## src/design/wdtm_pkg.sv

```systemverilog
// Purpose: Constants for the watchdog timer block
// Assumes: 8-bit registers reached over a plain strobe port
// Notes:   Offsets of the register port are local choices
package wdtm_pkg;
    // ----------------------------------------------------------------
    // Register offsets
    // ----------------------------------------------------------------
    localparam logic [3:0] WDTM_OFF_CTRL   = 4'h0;
    localparam logic [3:0] WDTM_OFF_SYS    = 4'h1;
    localparam logic [3:0] WDTM_OFF_STAT   = 4'h2;
    localparam logic [3:0] WDTM_OFF_IRQST  = 4'h3;
    localparam logic [3:0] WDTM_OFF_IRQMSK = 4'h4;
    // ----------------------------------------------------------------
    // Field positions and codes
    // ----------------------------------------------------------------
    localparam int         WDTM_KEY_LSB    = 3;
    localparam logic [4:0] WDTM_KEY_ON     = 5'h0a;
    localparam logic [4:0] WDTM_KEY_OFF    = 5'h15;
    localparam int         WDTM_SYS_FAULT  = 0;
    localparam int         WDTM_SYS_FSYS   = 7;
    localparam int         WDTM_ST_EXPIRY  = 0;
    localparam int         WDTM_ST_PDOWN   = 1;
    localparam int         WDTM_EV_EXPIRY  = 0;
    localparam int         WDTM_EV_FAULT   = 1;
    localparam int         WDTM_EV_WAKE    = 2;
    // ----------------------------------------------------------------
    // Reset values
    // ----------------------------------------------------------------
    localparam logic [7:0] WDTM_CTRL_RST   = 8'h53;
    localparam logic [7:0] WDTM_SYS_RST    = 8'h00;
    // ----------------------------------------------------------------
    // Timing
    // ----------------------------------------------------------------
    localparam int         WDTM_PER_MIN_LOG2 = 8;
    localparam int         WDTM_CNT_W        = 16;
    localparam int         WDTM_FAULT_DLY    = 2;
    localparam int         WDTM_SYNC_W       = 2;
endpackage

```

## src/design/wdtm_tick_sync.sv

```systemverilog
// Purpose: Brings the slow oscillator clock into clk_i as tick pulses
// Assumes: Slow clock far slower than clk_i
// Notes:   Two-stage synchroniser, then rising-edge detect
`timescale 1ns/1ps
`default_nettype none
module wdtm_tick_sync
    import wdtm_pkg::*;
(
    // Clock and reset
    input  wire logic clk_i,
    input  wire logic reset_n_i,
    // Slow clock in, tick out
    input  wire logic slow_clk_i,
    output var  logic tick_o
);
    typedef struct packed {
        logic s1;
        logic s2;
        logic s3;
        logic tick;
    } wdtm_sync_s;

    wdtm_sync_s st_r;
    wdtm_sync_s st_nxt;

    always_comb begin
        st_nxt      = st_r;
        st_nxt.s1   = slow_clk_i;
        st_nxt.s2   = st_r.s1;
        st_nxt.s3   = st_r.s2;
        st_nxt.tick = st_r.s2 & ~st_r.s3;
    end

    always_ff @(posedge clk_i or negedge reset_n_i) begin
        if (!reset_n_i) begin
            st_r <= '0;
        end else begin
            st_r <= st_nxt;
        end
    end

    assign tick_o = st_r.tick;
endmodule
`default_nettype wire

```

## src/design/wdtm_top.sv

```systemverilog
// Purpose: Watchdog timer with key field, period select and flags
// Assumes: Core gives one-cycle clear and halt signals and a sleep-mode level
// Notes:   All timing counted in slow oscillator ticks
//
// How it works
// - The watchdog counts only ticks of the slow internal oscillator.
// - Period select codes 0 to 7 give 256 up to 32768 slow cycles.
// - A static option picks always-enabled or key-controlled operation.
// - Always-enabled keeps counting with either defined key code.
// - Key-controlled disables on the off code and enables on the on code.
// - An undefined key resets the device two to three slow cycles later.
// - That reset sets the key-fault flag in bit 0 of the system register.
// - Only a software write of zero clears the key-fault flag.
// - Power-on gives key 01010B and period select 011.
// - A timeout in normal operation resets the device and sets expiry.
// - A timeout in sleep or idle sets expiry and resets only PC and SP.
// - Key fault, the clear instruction or halt restart the count.
// - System register bits 6 to 3 read as zero.
// - Power-down flag clears on power-up or clear, sets on halt.
//
// Strobed register access and the address map were left to the implementer.
`timescale 1ns/1ps
`default_nettype none
module wdtm_top
    import wdtm_pkg::*;
#(
    parameter int CNT_W = WDTM_CNT_W
) (
    // Clock and reset
    input  wire logic       clk_i,
    input  wire logic       reset_n_i,
    // Slow oscillator and static option
    input  wire logic       slow_internal_osc_i,
    input  wire logic       always_on_opt_i,
    // Core events
    input  wire logic       guard_clear_instruction_i,
    input  wire logic       halt_instruction_i,
    input  wire logic       low_power_mode_i,
    // Register port
    input  wire logic [3:0] addr_i,
    input  wire logic [7:0] wdata_i,
    input  wire logic       wr_i,
    input  wire logic       rd_i,
    output var  logic [7:0] rdata_o,
    // Reset requests and interrupt
    output var  logic       device_reset_o,
    output var  logic       pc_sp_reset_o,
    output var  logic       irq_o
);
    if (CNT_W < 16) begin : g_cnt_w_chk
        $error("CNT_W too small for the longest period");
    end

    // ----------------------------------------------------------------
    // State
    // ----------------------------------------------------------------
    typedef struct packed {
        logic [7:0]       ctrl;
        logic             fsys;
        logic             fault;
        logic             expiry;
        logic             pdown;
        logic [CNT_W-1:0] cnt;
        logic [1:0]       fdly;
        logic [2:0]       ev;
        logic [2:0]       mask;
        logic [7:0]       rdata;
        logic             dev_rst;
        logic             pcsp_rst;
        logic             irq;
    } wdtm_state_s;

    wdtm_state_s st_r;
    wdtm_state_s st_nxt;
    logic        tick;

    wdtm_tick_sync u_sync (
        .clk_i      (clk_i),
        .reset_n_i  (reset_n_i),
        .slow_clk_i (slow_internal_osc_i),
        .tick_o     (tick)
    );

    // ----------------------------------------------------------------
    // Decoding helpers
    // ----------------------------------------------------------------
    function automatic logic key_valid(input logic [4:0] k);
        key_valid = (k == WDTM_KEY_ON) || (k == WDTM_KEY_OFF);
    endfunction

    function automatic logic [CNT_W-1:0] period_of(input logic [2:0] s);
        period_of = CNT_W'(1) << (WDTM_PER_MIN_LOG2 + int'(s));
    endfunction

    logic [4:0] key;
    logic       run;
    logic       expire;
    logic       clr;
    logic       fault_fire;
    assign key = st_r.ctrl[7:WDTM_KEY_LSB];
    // Enable from option and key
    assign run = key_valid(key) &&
                 (always_on_opt_i || key == WDTM_KEY_ON);
    assign clr = guard_clear_instruction_i | halt_instruction_i;
    // Expire at last count of the period
    assign expire = run && tick && !clr &&
                    (st_r.cnt == period_of(st_r.ctrl[2:0]) - 1'b1);
    assign fault_fire = tick && !key_valid(key) &&
                        (st_r.fdly == 2'(WDTM_FAULT_DLY));

    // ----------------------------------------------------------------
    // Next state
    // ----------------------------------------------------------------
    always_comb begin
        st_nxt          = st_r;
        st_nxt.dev_rst  = 1'b0;
        st_nxt.pcsp_rst = 1'b0;
        st_nxt.rdata    = 8'h00;

        // Counter
        if (clr || !key_valid(key) || expire) begin
            st_nxt.cnt = '0;
        end else if (run && tick) begin
            st_nxt.cnt = st_r.cnt + 1'b1;
        end

        // Key fault delay
        if (key_valid(key)) begin
            st_nxt.fdly = '0;
        end else if (tick && !fault_fire) begin
            st_nxt.fdly = st_r.fdly + 1'b1;
        end

        // Register writes
        if (wr_i) begin
            if (addr_i == WDTM_OFF_CTRL) begin
                st_nxt.ctrl = wdata_i;
            end else if (addr_i == WDTM_OFF_SYS) begin
                st_nxt.fsys = wdata_i[WDTM_SYS_FSYS];
                if (!wdata_i[WDTM_SYS_FAULT]) begin
                    st_nxt.fault = 1'b0;
                end
            end else if (addr_i == WDTM_OFF_IRQST) begin
                st_nxt.ev = st_r.ev & ~wdata_i[2:0];
            end else if (addr_i == WDTM_OFF_IRQMSK) begin
                st_nxt.mask = wdata_i[2:0];
            end
        end

        // Power-down flag
        if (halt_instruction_i) begin
            st_nxt.pdown  = 1'b1;
            st_nxt.expiry = 1'b0;
        end else if (guard_clear_instruction_i) begin
            st_nxt.pdown  = 1'b0;
        end

        // Key fault reset, key back to power-on value
        if (fault_fire) begin
            st_nxt.fault   = 1'b1;
            st_nxt.dev_rst = 1'b1;
            st_nxt.ctrl    = WDTM_CTRL_RST;
            st_nxt.ev[WDTM_EV_FAULT] = 1'b1;
        end

        // Timeout
        if (expire) begin
            st_nxt.expiry = 1'b1;
            st_nxt.ev[WDTM_EV_EXPIRY] = 1'b1;
            if (low_power_mode_i) begin
                st_nxt.pcsp_rst = 1'b1;
                st_nxt.ev[WDTM_EV_WAKE] = 1'b1;
            end else begin
                st_nxt.dev_rst = 1'b1;
            end
        end

        // Reads
        if (rd_i) begin
            if (addr_i == WDTM_OFF_CTRL) begin
                st_nxt.rdata = st_r.ctrl;
            end else if (addr_i == WDTM_OFF_SYS) begin
                st_nxt.rdata = {st_r.fsys, 4'h0, 2'b00,
                                st_r.fault};
            end else if (addr_i == WDTM_OFF_STAT) begin
                st_nxt.rdata = {6'h00, st_r.pdown, st_r.expiry};
            end else if (addr_i == WDTM_OFF_IRQST) begin
                st_nxt.rdata = {5'h00, st_r.ev};
            end else if (addr_i == WDTM_OFF_IRQMSK) begin
                st_nxt.rdata = {5'h00, st_r.mask};
            end
        end

        st_nxt.irq = |(st_nxt.ev & st_nxt.mask);
    end

    always_ff @(posedge clk_i or negedge reset_n_i) begin
        if (!reset_n_i) begin
            st_r      <= '0;
            st_r.ctrl <= WDTM_CTRL_RST;
            st_r.fsys <= WDTM_SYS_RST[WDTM_SYS_FSYS];
        end else begin
            st_r <= st_nxt;
        end
    end

    assign rdata_o        = st_r.rdata;
    assign device_reset_o = st_r.dev_rst;
    assign pc_sp_reset_o  = st_r.pcsp_rst;
    assign irq_o          = st_r.irq;
endmodule
`default_nettype wire

```

## config.mk

```make
export PLATFORM = sky130hd
export DESIGN_NAME = wdtm_top
export DESIGN_NICKNAME = d
export VERILOG_FILES = /design/src/design/wdtm_pkg.sv /design/src/design/wdtm_tick_sync.sv /design/src/design/wdtm_top.sv
export SDC_FILE = /design/constraint.sdc
export NUM_CORES = 1
export LEC_CHECK = 0
export BUFFER_PORTS_ARGS = -buffer_cell sky130_fd_sc_hd__buf_2
export CORE_AREA = 4 4 83 85
export CTS_BUF_LIST = sky130_fd_sc_hd__clkbuf_2
export DETAILED_ROUTE_END_ITERATION = 16
export DIE_AREA = 0 0 87 89
export PLACE_DENSITY = 0.65
export SLEW_MARGIN = 20
export SYNTH_ARGS = -nofsm -noshare
export SYNTH_HDL_FRONTEND = slang
export SYNTH_HIERARCHICAL = 1
export SYNTH_SLANG_ARGS = --single-unit
```

## constraint.sdc

```tcl
create_clock -name clk_i -period 3.3 [get_ports clk_i]
set_clock_uncertainty 0.05 [all_clocks]
set_input_delay 0 -clock clk_i [delete_from_list [all_inputs] [get_ports clk_i]]
set_output_delay 0 -clock clk_i [all_outputs]
set_load 0.01 [all_outputs]
```

; ---- Word-level counts from Yosys, hierarchy flattened
; Index checks and enable logic that the tools add are counted.
[classes]
bitwise_logic = 7
add_sub_neg = 4
reduce_logical = 26
eq_ne = 10
shift = 1
mux = 35
[ops]
columns = operator, count
row1 = 8-bit 2-to-1 mux, 5
row2 = 16-bit 2-to-1 mux, 2
row3 = 3-bit 2-to-1 mux, 6
row4 = 6-bit 2-to-1 mux, 3
row5 = "16-bit by 1-bit adder with 16-bit output, second input constant", 1
row6 = 16-bit == test, 1
row7 = "1-bit by 5-bit left shift with 16-bit output, first input constant", 1
row8 = "16-bit by 1-bit subtractor with 16-bit output, second input constant", 1
row9 = 2-bit nonzero test, 7
row10 = 1-bit 2-to-1 mux, 13
row11 = 10-bit 2-to-1 mux, 1
row12 = 2-bit 2-to-1 mux, 5
row13 = "4-bit by 2-bit == test with 1-bit output, second input constant", 2
row14 = 1-bit logical AND, 7
row15 = 3-bit AND, 2
row16 = "4-bit by 3-bit adder with 5-bit output, first input constant", 1
row17 = "5-bit by 4-bit == test with 1-bit output, second input constant", 1
row18 = "5-bit == test, second input constant", 1
row19 = "4-bit by 1-bit == test with 1-bit output, second input constant", 1
row20 = "4-bit by 3-bit == test with 1-bit output, second input constant", 1
row21 = 4-bit logical NOT, 1
row22 = 1-bit logical OR, 4
row23 = 4-bit AND reduction, 1
row24 = 1-bit logical NOT, 3
row25 = other kinds (11), 12
[word_totals]
in_bits = 21
regBits = 51
elab_cells = 100
output_inout_bits = 11

; ---- Longest topological paths before layout
; Gate-level depths: netlist (run 1).
[logic_depth]
word_depth = 10
ltp_mapped = 8
ltp_nobuf = 6

; ---- Modules after synthesis
; The synthesis (run 1) kept the hierarchy.
[modules_own_cells]
columns = module, cells_each, seq_area_each_um2, area_per_inst_um2, instances
row1 = wdtm_top, 265, 1181.1, 2616.3, 1
row2 = wdtm_tick_sync, 5, 100.1, 113.9, 1

; ---- Worst setup path before layout (run 1)
; OpenSTA, ideal clock, no wires.
[synth_timing]
path_type = register to register
start = reg st_r (netlist bit key[3])
end = reg st_r[31] (netlist bit)
setup_time_ps = 122
t_required_ps = 3128
t_arrival_ps = 1782
path_slack_ps = 1346
path_buffers = 2
path_stages_with_launch = 8
period_less_slack_ps = 1954
cell_sequence = dfstp_2 > nor2b_1 > nand3_1 > a2111oi_4 > and4_1 > buf_4 > buf_6 > nor3_1
[synth_between]
elab_chain_cells = 8
word_cells_on_any_way = 13
classes_between = 2 x eq/ne / 1 x mux / 10 x reduce/logical
[synth_rtl]
columns = item, line_no
row1 = from (decl), wdtm_top.sv:73  ; wdtm_state_s st_r;
row2 = from (signal assigned), wdtm_top.sv:203  ; st_r <= st_nxt;
row3 = 5-bit by 4-bit == test with 1-bit output / 5-bit == test (equally long branches), "wdtm_top.sv:88, wdtm_top.sv:103"
row4 = "1-bit logical OR, on equally long branches", "wdtm_top.sv:88, wdtm_top.sv:103"
row5 = 1-bit logical AND, wdtm_top.sv:102  ; assign run = key_valid(key) &&
row6 = 1-bit logical AND, "wdtm_top.sv:106, wdtm_top.sv:123"
row7 = 1-bit logical AND (2 in a row), wdtm_top.sv:106  ; assign expire = run && tick && !clr &&
row8 = 1-bit logical OR, wdtm_top.sv:121  ; if (clr || !key_valid(key) || expire) begin
row9 = 16-bit 2-to-1 mux / 2-bit nonzero test (equally long branches), --
; Several ways; a longest one is shown, not always the timed one.
; A chain may end at the register's enable or synchronous reset.

; ---- Worst setup path after layout (run 1)
[layout_timing]
start = reg st_r (netlist bit key[4])
end = reg st_r[32] (netlist bit)
; The elaborated chain is that of the path after synthesis.

==> results of run 1 <==
## per-layer routing
metal	vias up	GRT usage, %	share of wire, %	routed length [um]
met5	-	0	0	0
met4	0	5.95	2.0	119
met3	15	3.87	5.6	344
met2	60	27.3	47	2850
met1	1033	22.1	46	2780
li1	1065	-	-	-
## tightest hold or removal path, delay by kind of cell
kind	cells	cell delay, ns
and+or+nand+nor	2	0.24
buffers and inverters	1	0.10
AOI/OAI and AO/OA	1	0.11
xor gates and xnor gates	1	0.13
## how the worst max path moves through the flow
stage | startpoint | end | depth (start not counted)
2_1_floorplan | key[3] | st_r[31] | 7
3_3_place_gp | key[3] | st_r[22] | 6
3_5_place_dp | key[3] | st_r[32] | 5
4_1_cts | key[4] | st_r[32] | 5
5_1_grt | key[4] | st_r[29] | 5
6_report | key[4] | st_r[32] | 5
## state kept, by name, summed over array words and instances, names as in the netlist
name and flops:
device_reset_o 1, irq_o 1, key 5, pc_sp_reset_o 1, rdata_o 8, st_r 31
u_sync/st_nxt 2, u_sync/st_r 1, u_sync/tick_o 1
## cell families after synthesis
group	Yosys count	share of synthesized area, %
multiplexers	8	3.30
buffers and inverters	29	6.05
AND/OR/NAND/NOR	114	23.4
adder cells (fa/ha/maj)	2	0.916
XOR/XNOR	16	5.13
flip-flops	51	46.9
AO/OA/AOI/OAI	50	14.3
## through the flow
stage	cells	hold WS (ns)	cell area (um2)
floorplan	270	-0.346	2730
global placement	362	0.0582	2880
detailed placement	362	0.0598	2880
CTS	398	0.0747	3200
global route	398	0.101	3200
finish	398	0.0929	3200
## power by group
group,switching [W],internal (W)
combinational,0.000212,0.000182
sequential,0.000102,0.000732
clock,0.000199,0.0000539
## final cells by class
class	instances	area, um2	area share [%]
Clock buffer	6	30.0	0.939
Clock inverter	2	12.5	0.391
Inverter	10	37.5	1.17
Multi-Input combinational cell	190	1280	40.1
Sequential cell	51	1280	40.0
Tap cell	77	96.3	3.01
Timing Repair Buffer	62	458	14.3
## synth_stat cells, types with 3 or more instances
master | number | area share (%)
a211oi_1 | 3 | 0.82
nand2b_1 | 5 | 1.1
a2111oi_2 | 3 | 1.6
a21oi_1 | 10 | 1.8
xor2_1 | 3 | 0.96
nand3_1 | 17 | 3.1
and4_1 | 3 | 0.96
nor3_1 | 12 | 2.2
nor3_2 | 4 | 1.5
o21ai_0 | 7 | 1.3
nor2b_1 | 5 | 1.1
nor2_1 | 16 | 2.2
mux2_2 | 5 | 2.1
nand4_1 | 4 | 0.92
clkbuf_1 | 4 | 0.55
inv_1 | 10 | 1.4
dfstp_2 | 4 | 3.8
dfrtp_1 | 47 | 43
buf_2 | 3 | 0.55
xnor2_1 | 13 | 4.2
a2111oi_1 | 4 | 1.5
and3_1 | 7 | 1.6
buf_4 | 10 | 2.7
nand2_1 | 23 | 3.2
## placed cells by master (no fill, tap or decap), types with 5 or more instances in the layout
cell type       n
nand3_1        17
clkbuf_2        6
xnor2_1        13
mux2_2          5
inv_1          10
a21oi_1        10
and3_1          7
nor2b_1         5
buf_2          31
dfrtp_1        47
nand2b_1        5
o21ai_0         7
nand2_1        23
dlygate4sd3_1  28
nor2_1         16
nor3_1         12
## what timing repair did
item                                   in CTS  in global routing
endpoints found under the hold margin      67                  0
resized for setup                           0                  0
hold buffers                               28                  0
setup buffers                               0                  0
==> impl_results.md, run 1 <==
- Synth-to-Final Area Change: 17.2%
- FFs w/ async S/R, synth: between 90% and 100%
- Grt total ovfl: 0
- Crit path launch type: flip-flop
- Total Die Area: 0.00774 mm2
- CP bufs+invs: 0
- Synth Instances: 270
- Worst setup margin: 0.781 ns
- CTS Buffer Depth: 2
- Post-synth cell types: 59
- Relative slew slack: around two fifths
- # setup viols final: 0
- Largest net degree at the start of global routing: 41
- DRT Pass-1 Iters: 5
- Post-layout total power: around 0.0015 W
- Fmax: 397 MHz
- Max Cap Viol: 0
- Hpwl dp: between 4 and 5 mm
- Detail Route Antenna Nets: 0
- Register area share after synthesis: 46.9%
- Routability-driven placement congestion ratio: 0.867
- Setup TNS: 0 ns
- CP top delay family: simple AND/OR/NAND/NOR gates
- Initial detailed-routing violation count: 94
- Worst hold path startpoint: always_on_opt_i
- Peak VDD IR: 0.217 mV
- Kind of critical path: flip-flop to flip-flop
- N_diodes: 0
- I/O pin count: 32
- Final wirelength: just over 6 mm
- Layout Nets: approximately 340
- CTS Buf Count: 5
- Core area: 0.00620 mm2
- Number of port buffers: 31
- PD cells: 463 mW/mm2
- Syn Nets: 293
- Fill cell count: 554
- #FFs+latches synth: 51
- Cell Chain, Critical Path: and4bb_1, nand3_2, a2111oi_4, and4_1, nor3_1
- Critical path's slowest cell: and4_1
- CP Capture Type: flip-flop
- Die Span Y: 89 um
- Reg2Reg Depth: 5
- Critical path fanouts, max: 15
- R2R Path Start: key[4]
- WHS Endpoint: st_r[21]
- Clk sinks: 51
- Outcome: finished clean
- Final period utilization: roughly three quarters
- GR Util All Layers: between 15 and 20%
- Pleak: 1.37 nW
- Hold path cells: 5
- Vias in the first global route: between 2,000 and 2,500
- Detail-routed via count per cell: 5.46
- Rows: 29
- R2R setup slack: 0.78 ns
- Worst Max-Slew Pin Slew: 0.886 ns
- Capturing point of the worst reg2reg path: st_r[32]
- Critical Path RT: 3.56 ns
- Main flop type after synthesis: dfrtp_1
- Clock Tree Root: clkbuf_2
- Htree depth: 2
- Die Wd: 87 um
- First-pass GRT wire length: 10.2 mm
- Max stage delay on crit path: 0.64 ns
- Average size of a mapped cell: 10.1 um2
- Finished Core Util: 51.6%
- DRC: 0
- Slew Limit Fails: 0
- Final hold vios: 0
- WL/cell: 15.3 um
- Worst-path clk slew: 0.25 ns
- Mapped cell area: 0.00273 mm2
- Clock Latency Late Sink: roughly 0.43 ns
- Critical Path AT: 2.78 ns
- Yosys warnings: 6
- Setup WS pre-CTS: 0.825 ns
- Initial antenna violation count: 0
- Number of synthesized flops with an enable pin: 0
- CTS tree: yes
- Min Tclk post-route: 2.52 ns
- Via count: 2,173
- RSZ-0062 raised after global routing: no
- Hold crit path type: input pin to flip-flop
- Starting Density: 44.0%
- Layout cells sized above 1: 21.2%
Power figures use the tool's default switching activity.
==> inputs of run 2 (changes only) <==
- clock period: 3.3 -> 2.5 ns (I/O delays scaled with it)
==> impl_results.md, run 2 (synthesized netlist as in run 1, its figures left out) <==
- PD cells: 611 mW/mm2 (+32%)
- Met1 usage in global routing: 21.9% (-0.13 points)
- Hold path cells: 5 (unchanged)
- Relative slew slack: 49.1% (+8.2 points)
- Crit path launch type: flip-flop
- Via count: 2,191 (+0.83%)
- Layout Nets: 347 (+1.2%)
- CTS Buf Count: 5 (unchanged)
- GRT busiest layer: met2
- Min Tclk post-route: 2.30 ns (-0.215 ns)
- Peak VDD IR: 0.308 mV (+42%)
- Grt total ovfl: 0 (unchanged)
- CTS tree: yes
- Worst hold path startpoint: always_on_opt_i
- R2R Path Start: st_r[40]
- Critical path's slowest cell: dfstp_2
- Initial antenna violation count: 0 (unchanged)
- Largest register FFs: 31 (unchanged)
- Clk sinks: 51 (unchanged)
- Vias in the first global route: 2,227 (+4.4%)
- Critical Path RT: 2.85 ns (-0.71 ns)
- Footprint of the multi-input gates: 0.00128 mm2 (unchanged)
- Most frequent cells in the layout: 47 x dfrtp_1, 31 x buf_2, 29 x dlygate4sd3_1
- Kind of critical path: flip-flop to flip-flop
- Finished Core Util: 52.4% (+0.83 points)
- Hpwl dp: 4.23 mm (-2.5%)
- Max Cap Viol: 0 (unchanged)
- I/O pin count: 32 (unchanged)
- Worst Setup SP: st_r[40]
- Capturing point of the worst reg2reg path: pc_sp_reset_o
- Number of port buffers: 31 (unchanged)
- Clock Tree Root: clkbuf_2
- Hold crit path type: input pin to flip-flop
- Met3 usage: 3.04% (-0.83 points)
- Top reg by flops: st_r
- Post-cts resize count: 0 (unchanged)
- Slew Limit Fails: 0 (unchanged)
- WHS Endpoint: st_r[21]
- DRC: 0 (unchanged)
- Clock Latency Late Sink: 0.45 ns (+0.02 ns)
- CP Capture Type: flip-flop
- Outcome: finished clean
- WL/cell: 15.2 um (-1.0%)
- Setup TNS: 0 ns (unchanged)
- Pleak: 1.39 nW (+1.8%)
- Final Cell Area: 0.00325 mm2 (+1.6%)
- CTS Buffer Depth: 2 (unchanged)
- Routability-driven placement congestion ratio: 0.861 (-0.74%)
- Fill cell count: 597 (+7.8%)
- # setup viols final: 0 (unchanged)
- Hold buffers post-CTS: 29 (+3.6%)
- Fmax: 434 MHz (+9.3%)
- Most common cell after layout, fill and taps aside: dfrtp_1
- Htree depth: 2 (unchanged)
- Cell Count, Final, Fillers Out: 402 (+1.0%)
- Met2 Use GR: 29.1% (+1.9 points)
- R2R setup slack: 0.20 ns (-0.58 ns)
- Detail Route Antenna Nets: 0 (unchanged)
- Initial detailed-routing violation count: 52 (-45%)
- RSZ-0062 raised after global routing: no
- Die Wd: 87 um (unchanged)
- Die Span Y: 89 um (unchanged)
- Max stage delay on crit path: 0.71 ns (+0.07 ns)
- Starting Density: 44.0% (unchanged)
- Final wirelength: 6.10 mm (unchanged)
- Synth-to-Final Area Change: 19.1%
- DRT Pass-1 Iters: 4 (-1)
- Total Die Area: 0.00774 mm2 (unchanged)
- Cell Chain, Critical Path: nand2_1, a22o_1, a2111oi_2, nand3_1, nor2_1, dlygate4sd3_1
- Placed Instance Area: 0.00291 mm2 (+1.2%)
- Critical Path AT: 2.66 ns (-0.12 ns)
- Detail-routed via count per cell: 5.45 (-0.17%)
- First-pass GRT wire length: 10.4 mm (+1.6%)
- CP top delay family: flip-flops
- Reg area: 0.00128 mm2 (unchanged)
- Critical path fanouts, max: 10 (-5)
- Worst-path clk slew: 0.28 ns (+0.03 ns)
- Largest net degree at the start of global routing: 32 (-22%)
- Reg2Reg Depth: 6 (+1)
- CP bufs+invs: 1 (+1)
- GR Util All Layers: 16.9% (+0.13 points)
- Layout cells sized above 1: 21.8% (+0.66 points)
- Final hold vios: 0 (unchanged)
- N_diodes: 0 (unchanged)
- Dpl cells: 365 (+0.83%)
- Core area: 0.00620 mm2 (unchanged)
- Final period utilization: 92.2% (+16 points)
- Worst Max-Slew Pin Slew: 0.761 ns (-0.125 ns)
- Rows: 29 (unchanged)
- Setup Fix Bufs, Post-CTS: 0 (unchanged)
==> run 2: cell types whose count changed in the layout (fill, tap and decap cells not counted) <==
cell and delta:
buf_4 +2, clkinv_2 -1, clkbuf_2 -1, clkinvlp_4 +1
inv_6 +1, dlygate4sd3_1 +1, buf_12 +1
==> run 2: area by class of cell <==
class | instances | area share (%)
clock inverters | 3 | 0.731
repair buffers | 66 | 15.5
multi-input cells | 190 | 39.5
inverters | 10 | 1.15
clock buffers | 5 | 0.770
well taps | 77 | 2.96
flip-flops and latches | 51 | 39.4
==> run 2: worst max-delay path by stage <==
stage | end | cells past startpoint | slack, ns
floorplan | st_r[31] | 7 | 0.55
global placement | irq_o | 5 | 0.38
detailed placement | irq_o | 5 | 0.35
CTS | pc_sp_reset_o | 6 | 0.16
global route | pc_sp_reset_o | 6 | 0.03
finish | pc_sp_reset_o | 6 | 0.20
==> run 2: worst reg2reg max path, cell delays in order, from the launching register on <==
cell and delay, ns:
dfstp_2 0.71, nand2_1 0.12, a22o_1 0.21, a2111oi_2 0.38
nand3_1 0.13, nor2_1 0.12, dlygate4sd3_1 0.55
==> run 2: metal layers <==
layer,share of wire (%),wire [um]
met1,46,2830
met2,48,2950
met3,3.9,236
met4,1.3,77
met5,0,0
==> run 2: through the flow <==
step           hold WS [ns]  power [W]  setup slack, ns
2_1_floorplan        -0.346    0.00146            0.546
3_3_place_gp        -0.0625    0.00158            0.384
3_5_place_dp        -0.0556    0.00160            0.352
4_1_cts              0.0291    0.00200            0.165
5_1_grt              0.0810    0.00212           0.0301
6_report             0.0504    0.00199            0.196
==> run 2: power by group <==
group / switching [W] / internal [W]
Combinational: 0.000280 / 0.000249
Clock: 0.000279 / 0.0000718
Sequential: 0.000141 / 0.000966
Total: 0.000701 / 0.00129
